==> src/verilog/pmc_pkg.sv <==
// package for the power-mode controller: mode encodings and timing constants
// assumes a single 25 MHz system clock domain
package pwrm_pkg;

	// ***************************************************
	// mode state encodings (one-hot)
	// ***************************************************
	typedef enum logic [8:0] {
		ST_RUN        = 9'h001,
		ST_WAIT       = 9'h002,
		ST_STOP       = 9'h004,
		ST_PART_STOP2 = 9'h008,
		ST_PART_STOP1 = 9'h010,
		ST_VLP_RUN    = 9'h020,
		ST_VLP_WAIT   = 9'h040,
		ST_VLP_STOP   = 9'h080,
		ST_VLP_PS     = 9'h100
	} pwrm_state_t;

	// partial-stop request codes for stop entry
	localparam logic [1:0] PSTOP_NONE = 2'h0;
	localparam logic [1:0] PSTOP_LV2  = 2'h2;
	localparam logic [1:0] PSTOP_LV1  = 2'h1;

	// ***************************************************
	// clock figures
	// ***************************************************
	localparam int SYS_CLK_HZ       = 25000000;
	localparam int VLP_FLASH_HZ     = 1000000;
	localparam int VLP_CORE_HZ      = 4000000;
	// divide ratios derived from the system clock; longest time rounds down
	localparam int FLASH_DIV_CYC    = SYS_CLK_HZ / VLP_FLASH_HZ;
	localparam int CORE_DIV_CYC     = SYS_CLK_HZ / VLP_CORE_HZ;
	localparam logic [4:0] RESET_DIV = 5'h00;

endpackage

==> src/verilog/pmc_power_mode_controller.sv <==
// power-mode controller: run, wait, stop, partial stop and very-low-power modes
// assumes sleep requests and wake interrupts synchronous to i_clk
//
// Summary of operation
// - wait-for-interrupt enters wait when deep-sleep select is clear, stop when it is set.
// - normal run and very-low-power run each own a wait mode and a stop mode.
// - pin states are held unchanged in every non-run power mode.
// - in normal wait the core sleeps, peripherals keep clocks, an interrupt wakes the core.
// - normal stop is static, retains registers, keeps the voltage detector, ends on interrupt.
// - partial stop two gates core and system clocks, bus clock and its users keep running.
// - partial stop one gates core, system and bus clocks, all bus users stop, regulator stays.
// - very-low-power run uses 1 MHz flash access, low-power regulator, detector off.
// - very-low-power run can select an internal 4 MHz oscillator for the core.
// - very-low-power wait keeps the low-power run setup with the core asleep until interrupt.
// - very-low-power stop is static with the voltage detector off.
// - in very-low-power stop the converter, pin interrupts, timer, clock and comparator live.
// - with the converter continuous, biasing is off in very-low-power run, wait and stop.
// - radio in very-low-power run is allowed only with the converter continuous.
`timescale 1ns/1ps

module pwrm_power_mode_controller (
	// clock and reset
	input  wire logic       i_clk,
	input  wire logic       i_reset,
	// core sleep requests
	input  wire logic       i_wait_for_interrupt_instr,
	input  wire logic       i_deep_sleep_select,
	input  wire logic       i_wake_irq,
	// mode configuration
	input  wire logic       i_vlp_run_req,
	input  wire logic [1:0] i_pstop_sel,
	input  wire logic       i_lp_osc_sel,
	input  wire logic       i_dcdc_continuous,
	input  wire logic       i_radio_req,
	// clock gating
	output logic            o_core_clk_en,
	output logic            o_sys_clk_en,
	output logic            o_bus_clk_en,
	output logic            o_bus_users_stop,
	output logic            o_periph_clk_en,
	output logic            o_flash_clk_en,
	output logic            o_core_lp_osc_sel,
	// analog and supply
	output logic            o_regulator_lp,
	output logic            o_low_voltage_detector_en,
	output logic            o_bias_en,
	output logic            o_radio_allowed,
	output logic            o_lp_wake_sources_en,
	output logic            o_io_hold,
	// status
	output logic [8:0]      o_mode
);

	// ***************************************************
	// mode state machine
	// ***************************************************
	pwrm_pkg::pwrm_state_t state_ff;
	pwrm_pkg::pwrm_state_t nxt_state;

	// true in any of the four very-low-power states
	function automatic logic is_vlp(input pwrm_pkg::pwrm_state_t s);
		is_vlp = (s == pwrm_pkg::ST_VLP_RUN) || (s == pwrm_pkg::ST_VLP_WAIT) ||
		         (s == pwrm_pkg::ST_VLP_STOP) || (s == pwrm_pkg::ST_VLP_PS);
	endfunction

	// true in the two states in which the core executes
	function automatic logic is_run(input pwrm_pkg::pwrm_state_t s);
		is_run = (s == pwrm_pkg::ST_RUN) || (s == pwrm_pkg::ST_VLP_RUN);
	endfunction

	// a sleep request wins over a run-mode change in the same cycle
	always_comb begin
		nxt_state = state_ff;
		unique case (state_ff)
			pwrm_pkg::ST_RUN: begin
				if (i_wait_for_interrupt_instr) begin
					if (!i_deep_sleep_select)
						nxt_state = pwrm_pkg::ST_WAIT;
					else if (i_pstop_sel == pwrm_pkg::PSTOP_LV2)
						nxt_state = pwrm_pkg::ST_PART_STOP2;
					else if (i_pstop_sel == pwrm_pkg::PSTOP_LV1)
						nxt_state = pwrm_pkg::ST_PART_STOP1;
					else
						nxt_state = pwrm_pkg::ST_STOP;
				end else if (i_vlp_run_req) begin
					nxt_state = pwrm_pkg::ST_VLP_RUN;
				end
			end
			pwrm_pkg::ST_VLP_RUN: begin
				if (i_wait_for_interrupt_instr) begin
					if (!i_deep_sleep_select)
						nxt_state = pwrm_pkg::ST_VLP_WAIT;
					else if (i_pstop_sel != pwrm_pkg::PSTOP_NONE)
						nxt_state = pwrm_pkg::ST_VLP_PS;
					else
						nxt_state = pwrm_pkg::ST_VLP_STOP;
				end else if (!i_vlp_run_req) begin
					nxt_state = pwrm_pkg::ST_RUN;
				end
			end
			pwrm_pkg::ST_WAIT,
			pwrm_pkg::ST_STOP,
			pwrm_pkg::ST_PART_STOP2,
			pwrm_pkg::ST_PART_STOP1: begin
				if (i_wake_irq)
					nxt_state = pwrm_pkg::ST_RUN;
			end
			pwrm_pkg::ST_VLP_WAIT,
			pwrm_pkg::ST_VLP_STOP,
			pwrm_pkg::ST_VLP_PS: begin
				if (i_wake_irq)
					nxt_state = pwrm_pkg::ST_VLP_RUN;
			end
			default: nxt_state = pwrm_pkg::ST_RUN;
		endcase
	end

	always_ff @(posedge i_clk) begin
		if (i_reset)
			state_ff <= pwrm_pkg::ST_RUN;
		else
			state_ff <= nxt_state;
	end

	// partial-stop level kept while in the very-low-power partial stop,
	// so a later change of the select input cannot move the bus clock
	logic pstop_lv1_ff;
	always_ff @(posedge i_clk) begin
		if (i_reset)
			pstop_lv1_ff <= 1'b0;
		else if (state_ff == pwrm_pkg::ST_VLP_RUN && i_wait_for_interrupt_instr)
			pstop_lv1_ff <= (i_pstop_sel == pwrm_pkg::PSTOP_LV1);
	end

	// ***************************************************
	// flash access divider for very-low-power modes
	// ***************************************************
	// one strobe per flash slot; held cleared outside low-power modes
	logic [4:0] flash_div_ff;
	logic       flash_tick;
	assign flash_tick = (flash_div_ff == 5'(pwrm_pkg::FLASH_DIV_CYC - 1));

	always_ff @(posedge i_clk) begin
		if (i_reset || flash_tick || !is_vlp(state_ff))
			flash_div_ff <= pwrm_pkg::RESET_DIV;
		else
			flash_div_ff <= flash_div_ff + 5'h01;
	end

	// ***************************************************
	// next-mode decodes
	// ***************************************************
	logic sleeping;
	logic static_stop;
	logic vlp_next;
	logic part_lv1_next;
	assign vlp_next      = is_vlp(nxt_state);
	// on entry the level comes from the select input, afterwards from the latch
	assign part_lv1_next = (nxt_state == pwrm_pkg::ST_PART_STOP1) ||
	                       (nxt_state == pwrm_pkg::ST_VLP_PS &&
	                        (state_ff == pwrm_pkg::ST_VLP_PS ? pstop_lv1_ff :
	                         i_pstop_sel == pwrm_pkg::PSTOP_LV1));
	assign sleeping      = !is_run(nxt_state);
	assign static_stop   = (nxt_state == pwrm_pkg::ST_STOP) ||
	                       (nxt_state == pwrm_pkg::ST_VLP_STOP);

	// ***************************************************
	// clock gates, registered from the next mode
	// ***************************************************
	// decoding nxt_state lets every gate change at the same edge as o_mode
	always_ff @(posedge i_clk) begin
		if (i_reset) begin
			o_core_clk_en    <= 1'b1;
			o_sys_clk_en     <= 1'b1;
			o_bus_clk_en     <= 1'b1;
			o_bus_users_stop <= 1'b0;
			o_periph_clk_en  <= 1'b1;
		end else begin
			// core gated whenever asleep; wake restores it
			o_core_clk_en    <= !sleeping;
			o_sys_clk_en     <= (nxt_state == pwrm_pkg::ST_WAIT) ||
			                    (nxt_state == pwrm_pkg::ST_VLP_WAIT) || !sleeping;
			// bus clock survives partial stop two, stops in level one and static stop
			o_bus_clk_en     <= !static_stop && !part_lv1_next;
			o_bus_users_stop <= static_stop || part_lv1_next;
			o_periph_clk_en  <= !static_stop && !part_lv1_next;
		end
	end

	// ***************************************************
	// core clock source and mode status
	// ***************************************************
	always_ff @(posedge i_clk) begin
		if (i_reset) begin
			o_core_lp_osc_sel <= 1'b0;
			o_mode            <= pwrm_pkg::ST_RUN;
		end else begin
			// the low-power oscillator is only offered in low-power modes
			o_core_lp_osc_sel <= vlp_next && i_lp_osc_sel;
			o_mode            <= nxt_state;
		end
	end

	// flash strobe: full rate in normal modes, 1 MHz ticks in low-power ones
	assign o_flash_clk_en = is_vlp(state_ff) ? flash_tick : 1'b1;

	// ***************************************************
	// supply, detector, radio and pin hold
	// ***************************************************
	always_ff @(posedge i_clk) begin
		if (i_reset) begin
			o_regulator_lp            <= 1'b0;
			o_low_voltage_detector_en <= 1'b1;
			o_bias_en                 <= 1'b1;
			o_radio_allowed           <= 1'b0;
			o_lp_wake_sources_en      <= 1'b0;
			o_io_hold                 <= 1'b0;
		end else begin
			// regulator stays in its run-mode state through partial stops
			o_regulator_lp            <= vlp_next;
			// detector kept in normal stop, off in all low-power modes
			o_low_voltage_detector_en <= !vlp_next;
			o_bias_en                 <= !(vlp_next && i_dcdc_continuous);
			o_radio_allowed           <= i_radio_req &&
			                             (!vlp_next || i_dcdc_continuous);
			o_lp_wake_sources_en      <= (nxt_state == pwrm_pkg::ST_VLP_STOP);
			// pins frozen while any non-run mode is active
			o_io_hold                 <= sleeping;
		end
	end

endmodule // pwrm_power_mode_controller

==> config.mk <==
export PLATFORM = sky130hd
export DESIGN_NAME = pwrm_power_mode_controller
export DESIGN_NICKNAME = d
export VERILOG_FILES = /design/src/verilog/pmc_pkg.sv /design/src/verilog/pmc_power_mode_controller.sv
export SDC_FILE = /design/constraint.sdc
export NUM_CORES = 1
export LEC_CHECK = 0
export CAP_MARGIN = 40
export CORE_AREA = 8 8 55 102
export DETAILED_ROUTE_END_ITERATION = 8
export DIE_AREA = 0 0 63 110
export DONT_BUFFER_PORTS = 1
export MAX_ROUTING_LAYER = met4
export PLACE_DENSITY = 0.48
export SYNTH_ARGS = -nofsm -noshare
export SYNTH_HDL_FRONTEND = slang
export SYNTH_SLANG_ARGS = --single-unit
==> constraint.sdc <==
create_clock -name i_clk -period 3.9 [get_ports i_clk]
set_clock_uncertainty 0.2 [all_clocks]
set_input_delay 0.39 -clock i_clk [delete_from_list [all_inputs] [get_ports i_clk]]
set_output_delay 0.39 -clock i_clk [all_outputs]
set_load 0.01 [all_outputs]
# Word level (Yosys, flattened, before mapping)
# Index checks and enable logic that the tools add are counted.
# classes
eq_ne	20
n_mux	14
n_addsub	1
n_reduce_logical	30
# ops
op	n
2-to-1 mux 9 bit	8
case mux 9 bit (4 select lines)	1
== test 9 x 1 -> 1 bit, second input constant	2
== test 9 x 2 -> 1 bit, second input constant	2
== test 9 x 3 -> 1 bit, second input constant	2
== test 9 x 5 -> 1 bit, second input constant	2
== test 9 x 6 -> 1 bit, second input constant	2
== test 9 x 7 -> 1 bit, second input constant	2
== test 9 x 8 -> 1 bit, second input constant	2
== test 9 bit, second input constant	2
logical OR 1 bit	15
2-to-1 mux 5 bit	3
== test 9 x 4 -> 1 bit, second input constant	1
logical AND 1 bit	6
zero test 1 bit	6
adder 5 x 1 -> 5 bit, second input constant	1
== test 5 bit, second input constant	1
OR reduction 4 bit	1
OR reduction 3 bit	1
== test 2 x 1 -> 1 bit, second input constant	1
== test 2 bit, second input constant	1
2-to-1 mux 1 bit	2
nonzero test 2 bit	1
# totals
ff_bits	26
inputBits	11
output_inout_bits	22
word_cells	79

# Longest topological paths before layout
# Gate-level depths: netlist (run 1).
# depth
depth_word	13
ltp_mapped	8

# Least setup slack after synthesis (run 1)
# No wires, ideal clock.
# synth_timing
path_type	register -> register
from	reg o_mode[4] (netlist name)
to	reg o_sys_clk_en
setup_slack_ns	1.435
path_buffers	1
t_arrival_ns	2.137
required_time_ns	3.572
path_stages_with_launch	8
setup_ns	0.128
cell_sequence	dfxtp_1 -> or4_4 -> buf_6 -> nor3_4 -> a221oi_2 -> a211o_1 -> or3_4 -> nand4b_4
# synth_lines
element	line	rtl
end signal: assignment	pmc_power_mode_controller.sv:181	o_sys_clk_en <= (nxt_state == pwrm_pkg::ST_WAIT) ||
end: declaration	pmc_power_mode_controller.sv:37	output logic o_sys_clk_en,

==> impl_metrics.json, run 1 <==
{
  "outcome": "finished, final reports clean",
  "n_antenna_cell": 0,
  "grt_overflow": 0,
  "portBuffers": 0,
  "grt_max_degree": 16,
  "cts_setup_buffers": 0,
  "die_y_um": 110,
  "syn_inst": 160,
  "crit_buf_inv": 0,
  "vias": 1216,
  "drt-pass1-iter-count": 4,
  "crit_family": "compound AO/OA/AOI/OAI gates",
  "fin_ws_ns": 1.26,
  "synthDistinctLibCells": 47,
  "met3_usage": 0.0364,
  "fin_area_um2": 1510,
  "worst-slew-pin-transition_ns": 0.557,
  "wl_per_cell_um": 19.0,
  "fin_crit_ns": 2.64,
  "dp_hpwl_um": 3240,
  "rows": 34,
  "hold_end": "o_regulator_lp",
  "crit_required_ns": 3.86,
  "core_area_um2": 4300,
  "p_per_area_nw_per_um2": 408,
  "cp_cell_sequence": "or3_1 -> nor3_1 -> o21ai_1 -> a21oi_1 -> a221o_1 -> o21ai_1",
  "grt_usage": 0.124,
  "grt_util_met1": 0.112,
  "p_leak_nw": 0.575,
  "setup_viol": 0,
  "arrival_ns": 2.60,
  "htree_levels": 1,
  "numClockSinks": 26,
  "cp_max_fo": 11,
  "regArea_um2": 520,
  "startpoint_type": "flop",
  "finalPower_uw": 616,
  "gp_congestion": 0.918,
  "busiest_layer": "met2",
  "drt-total-wl_um": 4010,
  "yosysWarnings": 0,
  "setup.worst_path.end_class": "flop",
  "cts_made_buffers": 3,
  "drt-initial-drc-count": 40,
  "cts_tree": "done",
  "fin_setup_tns_ns": 0,
  "synth-seq-cells": 26,
  "postPlaceCellArea_um2": 1420,
  "nFillCells": 480,
  "start_util": 0.334,
  "clk_path_buf_depth": 2,
  "min_from": "i_reset",
  "dpl_worst_slack_ns": 1.33,
  "fmax_mhz": 379,
  "first_global_vias": 1202,
  "reg2reg_setup_slack_ns": 1.26,
  "multi_input_area_um2": 796,
  "rsz0062_at_grt": "false",
  "syn_nets": 177,
  "timing.final.crit_share": 0.676,
  "max_cap_viol_count": 0,
  "ant_nets": 0,
  "drive_gt1_frac": 0.102,
  "yosysSeqAreaShare": 0.363,
  "ys_async_sr_fraction": 0,
  "worstSkewPairLatency_ns": 0.27,
  "root_buffer": "clkbuf_8",
  "r2r_end": "o_bus_users_stop",
  "crit-reg2reg-launch": "o_mode[7]",
  "crit_type": "flop to flop",
  "slew-limit-headroom": 0.625,
  "whs_path_depth": 1,
  "drcViolationCount": 0,
  "peakVddDrop_mv": 0.203,
  "clk_pin_slew_ns": 0.09,
  "reg2reg_depth": 6,
  "critical-path-max-stage-delay_ns": 0.58,
  "grt_pass1_wl_um": 6380,
  "die_width_um": 63,
  "pin_count": 33,
  "hold_viol": 0,
  "syn_area_per_cell_um2": 8.96,
  "syn2layout_area_growth_pct": 5.24,
  "nNetsFinal": 175,
  "met2_usage": 0.214,
  "cp_slowest_cell": "or3_1",
  "report.final.slew_viol_count": 0,
  "post-route-util": 0.351,
  "dieArea_um2": 6930,
  "synth_edf_count": 0,
  "viasPerCell": 5.76,
  "cpMostUsedCell": "o21ai_1",
  "syn-cell-area_um2": 1430,
  "synth_flop_cell": "dfxtp_1",
  "hold_path.class": "input port to flop",
  "antenna_found_initial": 0
}
[placed cells by master, fill, tap and decap left out, types with 2 or more instances in the layout]
cell | synthesis | final
dfxtp_1 | 26 | 26
inv_1 | 9 | 9
o21a_1 | 2 | 2
nor3_1 | 6 | 6
a32oi_1 | 3 | 3
dlygate4sd3_1 | 0 | 2
clkbuf_8 | 0 | 3
o21ai_0 | 3 | 3
and4b_1 | 2 | 2
or2_2 | 2 | 2
a21oi_1 | 7 | 7
xnor2_1 | 2 | 2
o211a_1 | 2 | 2
nand2_1 | 12 | 12
nor2b_1 | 3 | 3
nand3_1 | 6 | 6
nand4_1 | 3 | 3
ha_1 | 6 | 6
a22oi_1 | 2 | 2
xor2_1 | 4 | 4
o21ai_1 | 3 | 3
a211o_1 | 2 | 2
nor4_1 | 3 | 3
nor2_1 | 21 | 21
nor3_4 | 2 | 2
[cell usage after synthesis, types with 2 or more instances]
library cell	number	area, um2
nand2_1	12	45.0
nor3_1	6	30.0
o21ai_1	3	15.0
xor2_1	4	35.0
a21oi_1	7	35.0
a22oi_1	2	15.0
nor2_1	21	78.8
nor4_1	3	18.8
a32oi_1	3	26.3
ha_1	6	75.1
nand4_1	3	18.8
o21ai_0	3	15.0
xnor2_1	2	17.5
o211a_1	2	20.0
nor3_4	2	32.5
and4b_1	2	20.0
inv_1	9	33.8
buf_6	4	45.0
o21a_1	2	15.0
nor2b_1	3	18.8
or2_2	2	12.5
clkbuf_1	3	11.3
a211o_1	2	17.5
dfxtp_1	26	521
nand3_1	6	30.0
[per-stage QoR]
step                std cells  hold WS [ns]
CTS                       211       0.00663
finish                    211        0.0165
global placement          205         0.241
detailed placement        205         0.245
floorplan                 160         0.230
global route              211        0.0183
[area by class of cell]
class	count	share of cell area
Multi-Input combinational cell	116	0.527
Timing Repair Buffer	2	0.0133
Inverter	9	0.0224
Clock buffer	3	0.0274
Tap cell	54	0.0448
Clock inverter	1	0.0199
Sequential cell	26	0.345
[metal layers]
layer	wire (um)	share of wire
met3	328	0.082
met2	2120	0.53
met1	1320	0.33
met5	0	0
met4	238	0.059
[power by group]
group | internal [mW] | total, mW | leakage, nW | switching, mW
logic | 0.0392 | 0.0892 | 0.328 | 0.0500
registers | 0.279 | 0.303 | 0.212 | 0.0241
clock network | 0.137 | 0.224 | 0.0357 | 0.0864
[sequential cells by signal, summed over array words and instances, names as in the netlist]
name,count
o_core_clk_en,1
o_bias_en,1
o_io_hold,1
o_low_voltage_detector_en,1
o_mode,9
pstop_lv1_ff,1
o_bus_users_stop,1
o_regulator_lp,1
o_radio_allowed,1
o_lp_wake_sources_en,1
flash_div_ff,5
o_sys_clk_en,1
o_periph_clk_en,1
o_core_lp_osc_sel,1
[what timing repair did]
action                                 CTS  global route
endpoints found under the hold margin   12             0
resized for setup                        0             0
hold buffers                             2             0
[how the worst max path moves through the flow]
stage	startpoint	slack [ns]	cells past startpoint	to
2_1_floorplan	o_mode[4]	1.44	7	o_sys_clk_en
3_3_place_gp	o_mode[7]	1.37	6	o_bus_users_stop
3_5_place_dp	o_mode[4]	1.33	6	o_sys_clk_en
4_1_cts	o_mode[7]	1.32	6	o_bus_users_stop
5_1_grt	o_mode[7]	1.08	6	o_bus_users_stop
6_report	o_mode[7]	1.26	6	o_bus_users_stop
[kinds of logic after synthesis]
group                    after synthesis  share of synthesized area
AND/OR/NAND/NOR                       71                      0.286
flip-flops                            26                      0.363
adder cells (fa/ha/maj)                6                     0.0524
multiplexers                           2                     0.0148
AO/OA/AOI/OAI                         31                      0.165
XOR/XNOR                               6                     0.0366
buffers and inverters                 18                     0.0820
Power figures use the tool's default switching activity.
==> run 2, diff against run 1 <==
==> constraint.sdc (replaced) <==
create_clock -name i_clk -period 2.7 [get_ports i_clk]
set_clock_uncertainty 0.2 [all_clocks]
set_input_delay 0.27 -clock i_clk [delete_from_list [all_inputs] [get_ports i_clk]]
set_output_delay 0.27 -clock i_clk [all_outputs]
set_load 0.01 [all_outputs]
==> run 2 against run 1 <==
Cell count up 6.2%. Count of clock-buffer cells in the layout increased by 1. Global-route usage is 0.43 points higher. Fmax rose by 4.4%. Worst setup slack worse by 1.1 ns. Sequential cell count unchanged. Critical path type unchanged. Largest cell class unchanged.
==> impl_metrics.json, run 2 (same netlist as run 1, synthesis figures left out) <==
{
  "p_leak_nw": 0.635,
  "grt_max_degree": 15,
  "drive_gt1_frac": 0.153,
  "setup.worst_path.end_class": "flop",
  "hold_path.class": "input port to flop",
  "critical-path-max-stage-delay_ns": 0.58,
  "clk_path_buf_depth": 2,
  "nFillCells": 453,
  "antenna_found_initial": 0,
  "peakVddDrop_mv": 0.230,
  "core_area_um2": 4300,
  "first_global_vias": 1365,
  "final_common_cell": "dfxtp_1",
  "regMostFlops": "o_mode",
  "m1WireLength_um": 1460,
  "numClockSinks": 26,
  "root_buffer": "clkbuf_8",
  "rows": 34,
  "report.final.slew_viol_count": 0,
  "fin_setup_tns_ns": 0,
  "fin_crit_ns": 2.53,
  "htree_levels": 1,
  "timing.final.crit_share": 0.936,
  "arrival_ns": 2.50,
  "nNetsFinal": 188,
  "crit_type": "flop to flop",
  "die_width_um": 63,
  "crit_required_ns": 2.67,
  "worst-slew-pin-transition_ns": 0.732,
  "holdBufCountCts": 5,
  "die_y_um": 110,
  "grt_overflow": 0,
  "n_antenna_cell": 0,
  "met2_length_um": 2200,
  "clk_pin_slew_ns": 0.09,
  "wl_met3_um": 304,
  "pin_count": 33,
  "outcome": "finished, final reports clean",
  "vias": 1232,
  "dp_hpwl_um": 3310,
  "syn2layout_area_growth_pct": 11.4,
  "largestRegisters": "o_mode (9), flash_div_ff (5)",
  "cts_tree": "done",
  "start_util": 0.334,
  "ctsResizeCount": 0,
  "hold_viol": 0,
  "worst_hold_slack_ns": 0.00237,
  "ant_nets": 0,
  "final_cells": 224,
  "grt_pass1_wl_um": 6760,
  "drt-total-wl_um": 4200,
  "top_layer_used": "met4",
  "cts_setup_buffers": 0,
  "largest_reg_flops": 9,
  "drt-initial-drc-count": 50,
  "layout_common_cells": "26 x dfxtp_1, 21 x nor2_1, 12 x nand2_1",
  "worstSkewPairLatency_ns": 0.28,
  "startpoint_type": "flop",
  "dieArea_um2": 6930,
  "cts_made_buffers": 3,
  "dpl.cell_count": 215,
  "grt_usage": 0.128,
  "wl_per_cell_um": 18.7,
  "drcViolationCount": 0,
  "reg2reg_setup_slack_ns": 0.17,
  "max_cap_viol_count": 0,
  "portBuffers": 0,
  "viasPerCell": 5.50,
  "p_per_area_nw_per_um2": 524,
  "cp_cell_sequence": "buf_4 -> inv_1 -> nor4_1 -> o21ai_1 -> a211o_1 -> or3_4 -> nand4b_4",
  "cp_slowest_cell": "nor4_1",
  "rsz0062_at_grt": "false",
  "fmax_mhz": 396,
  "drt-pass1-iter-count": 4,
  "gp_congestion": 0.888,
  "cp_max_fo": 6,
  "post-route-util": 0.372,
  "setup_viol": 0,
  "slew-limit-headroom": 0.507
}
-- run 2: cell count changes in the layout (fill, tap and decap cells not counted) --
cell	delta
bufinv_16	-1
clkbuf_8	+1
dlygate4sd3_1	+3
buf_4	+10
-- run 2: layout make-up --
type	count	area (um2)	share of cell area
Multi-Input combinational cell	116	796	0.498
Sequential cell	26	520	0.326
Timing Repair Buffer	15	125	0.0783
Tap cell	54	67.6	0.0423
Clock buffer	4	55.1	0.0345
Inverter	9	33.8	0.0211
-- run 2: report_power, final --
part	switching (mW)	total (mW)	internal, mW	leakage [nW]
registers	0.0271	0.430	0.403	0.212
logic	0.0822	0.146	0.0641	0.395
clock network	0.131	0.262	0.131	0.0288
-- run 2: metrics by stage --
stage / worst slack, ns / instance area (um2) / power, mW
after floorplan: 0.235 / 1430 / 0.558
after global routing: 0.0496 / 1600 / 0.869
after detailed placement: 0.274 / 1490 / 0.576
after CTS: 0.249 / 1600 / 0.845
after global placement: 0.318 / 1490 / 0.576
final: 0.174 / 1600 / 0.838
-- run 2: path summary, 6_finish.rpt --
check / from / to / cells after the start
max: o_mode[4] / o_sys_clk_en / 7
min reg2reg: pstop_lv1_ff / pstop_lv1_ff / 2
min: i_reset / flash_div_ff[1] / 2
max reg2reg: o_mode[4] / o_sys_clk_en / 7
-- run 2: worst max-delay path, delay by kind of cell (launching register included) --
family                 cells  cell delay [ns]
DFF                        1             0.34
AOI/OAI and AO/OA          2             0.56
and+or+nand+nor            3             1.09
buffers and inverters      2             0.22
-- run 2: routing by layer --
layer,vias up,GRT usage
li1,586,-
met1,576,0.113
met2,51,0.231
met3,19,0.0304
met4,0,0.0969
met5,-,-
==> run 3, diff against run 2 <==
--- a/config.mk
+++ b/config.mk
@@ -6,9 +6,9 @@
 export NUM_CORES = 1
 export LEC_CHECK = 0
 export CAP_MARGIN = 40
-export CORE_AREA = 8 8 55 102
+export CORE_AREA = 10 10 57 104
 export DETAILED_ROUTE_END_ITERATION = 8
-export DIE_AREA = 0 0 63 110
+export DIE_AREA = 0 0 67 114
 export DONT_BUFFER_PORTS = 1
 export MAX_ROUTING_LAYER = met4
 export PLACE_DENSITY = 0.48
==> constraint.sdc (replaced) <==
create_clock -name i_clk -period 2.7 [get_ports i_clk]
set_clock_uncertainty 0.2 [all_clocks]
set_input_delay 0.54 -clock i_clk [delete_from_list [all_inputs] [get_ports i_clk]]
set_output_delay 0.54 -clock i_clk [all_outputs]
set_load 0.01 [all_outputs]
==> run 3 against run 2 <==
Via count hardly changed. Count of clock-buffer cells in the layout is 1 lower. Global-route usage is 1.1 points lower. Register-to-register slack better by 0.05 ns. Sequential share of layout area is 1.4 points higher. Combinational power is 5% lower. Largest power group unchanged. Highest routed layer unchanged.
==> impl_metrics.json, run 3 (same netlist as run 1, synthesis figures left out) <==
{
  "drive_gt1_frac": 0.152,
  "drcViolationCount": 0,
  "antenna_found_initial": 0,
  "start_util": 0.334,
  "met2_length_um": 2230,
  "grt_max_degree": 15,
  "holdBufCountCts": 0,
  "crit-reg2reg-launch": "o_mode[4]",
  "ctsResizeCount": 0,
  "grt_usage": 0.116,
  "viasPerCell": 5.65,
  "grt_pass1_wl_um": 6550,
  "crit_buf_inv": 2,
  "timing.final.crit_share": 0.915,
  "rsz0062_at_grt": "false",
  "cp_cell_sequence": "buf_4 -> inv_1 -> nor4_1 -> o21ai_1 -> a211o_1 -> or3_4 -> nand4b_4",
  "cts_made_buffers": 3,
  "wl_per_cell_um": 19.2,
  "cp_slowest_cell": "nor4_1",
  "final_cells": 218,
  "worstSkewPairLatency_ns": 0.28,
  "gp_congestion": 0.875,
  "syn2layout_area_growth_pct": 6.98,
  "htree_levels": 1,
  "fmax_mhz": 405,
  "vias": 1231,
  "crit_required_ns": 2.67,
  "post-route-util": 0.357,
  "drt-pass1-iter-count": 4,
  "root_buffer": "clkbuf_8",
  "nNetsFinal": 183,
  "min_from": "i_reset",
  "largestRegisters": "o_mode (9), flash_div_ff (5)",
  "arrival_ns": 2.45,
  "cp_max_fo": 6,
  "m1WireLength_um": 1360,
  "finalPower_uw": 797,
  "fin_crit_ns": 2.47,
  "crit_type": "flop to flop",
  "critical_path.startpoint": "o_mode[4]",
  "core_area_um2": 4300,
  "fin_setup_tns_ns": 0,
  "setup.worst_path.end_class": "flop",
  "crit_family": "simple AND/OR/NAND/NOR gates",
  "worst-slew-pin-transition_ns": 0.735,
  "top_layer_used": "met4",
  "clk_path_buf_depth": 2,
  "die_width_um": 67,
  "hold_path.class": "input port to flop",
  "worst_hold_slack_ns": 0.116,
  "die_y_um": 114,
  "startpoint_type": "flop",
  "dp_hpwl_um": 3430,
  "nFillCells": 446,
  "grt_overflow": 0,
  "report.final.slew_viol_count": 0,
  "rows": 34,
  "hold_viol": 0,
  "pin_count": 33,
  "n_antenna_cell": 0,
  "p_per_area_nw_per_um2": 519,
  "portBuffers": 0,
  "ant_nets": 0,
  "dpl.cell_count": 215,
  "clk_pin_slew_ns": 0.09,
  "regArea_um2": 520,
  "largest_reg_flops": 9,
  "cts_tree": "done",
  "numClockSinks": 26,
  "drt-initial-drc-count": 20,
  "setup_viol": 0,
  "final_common_cell": "dfxtp_1",
  "multi_input_area_um2": 796,
  "dieArea_um2": 7640,
  "first_global_vias": 1242,
  "layout_common_cells": "26 x dfxtp_1, 21 x nor2_1, 12 x nand2_1",
  "max_cap_viol_count": 0,
  "reg2reg_setup_slack_ns": 0.23,
  "critical-path-max-stage-delay_ns": 0.56,
  "regMostFlops": "o_mode",
  "drt-total-wl_um": 4190,
  "outcome": "finished, final reports clean",
  "cts_setup_buffers": 0,
  "wl_met3_um": 380,
  "p_leak_nw": 0.607,
  "slew-limit-headroom": 0.506,
  "peakVddDrop_mv": 0.233
}
-- run 3: routing by layer --
metal | track usage | vias to the layer above
met1 | 0.0997 | 575
met3 | 0.0344 | 16
met2 | 0.204 | 61
li1 | - | 579
met4 | 0.0813 | 0
met5 | - | -
-- run 3: worst paths after layout --
check	cells past startpoint	endpoint
worst max-delay path	7	o_sys_clk_en
worst min-delay path	1	o_mode[4]
worst max register to register	7	o_sys_clk_en
worst min register to register	2	pstop_lv1_ff
-- run 3: area by class of cell --
class,count,area share
sequential,26,0.339
clock buffer,3,0.0269
multi-input combinational,116,0.519
tap,54,0.0440
inverter,9,0.0220
timing repair buffer,10,0.0489
-- run 3: per-stage QoR --
stage | instance area (um2) | worst slack (ns)
2_1_floorplan | 1430 | 0.235
4_1_cts | 1530 | 0.270
6_report | 1530 | 0.229
5_1_grt | 1530 | 0.133
3_5_place_dp | 1490 | 0.280
3_3_place_gp | 1490 | 0.319
-- run 3: worst reg2reg max path: stages (launching register included) --
cell and delay, ns:
dfxtp_1 0.34, buf_4 0.16, inv_1 0.06, nor4_1 0.56, o21ai_1 0.21, a211o_1 0.32
or3_4 0.35, nand4b_4 0.16
-- run 3: power breakdown --
part	internal, mW	switching [mW]
registers	0.403	0.0273
clock network	0.101	0.127
logic	0.0594	0.0790
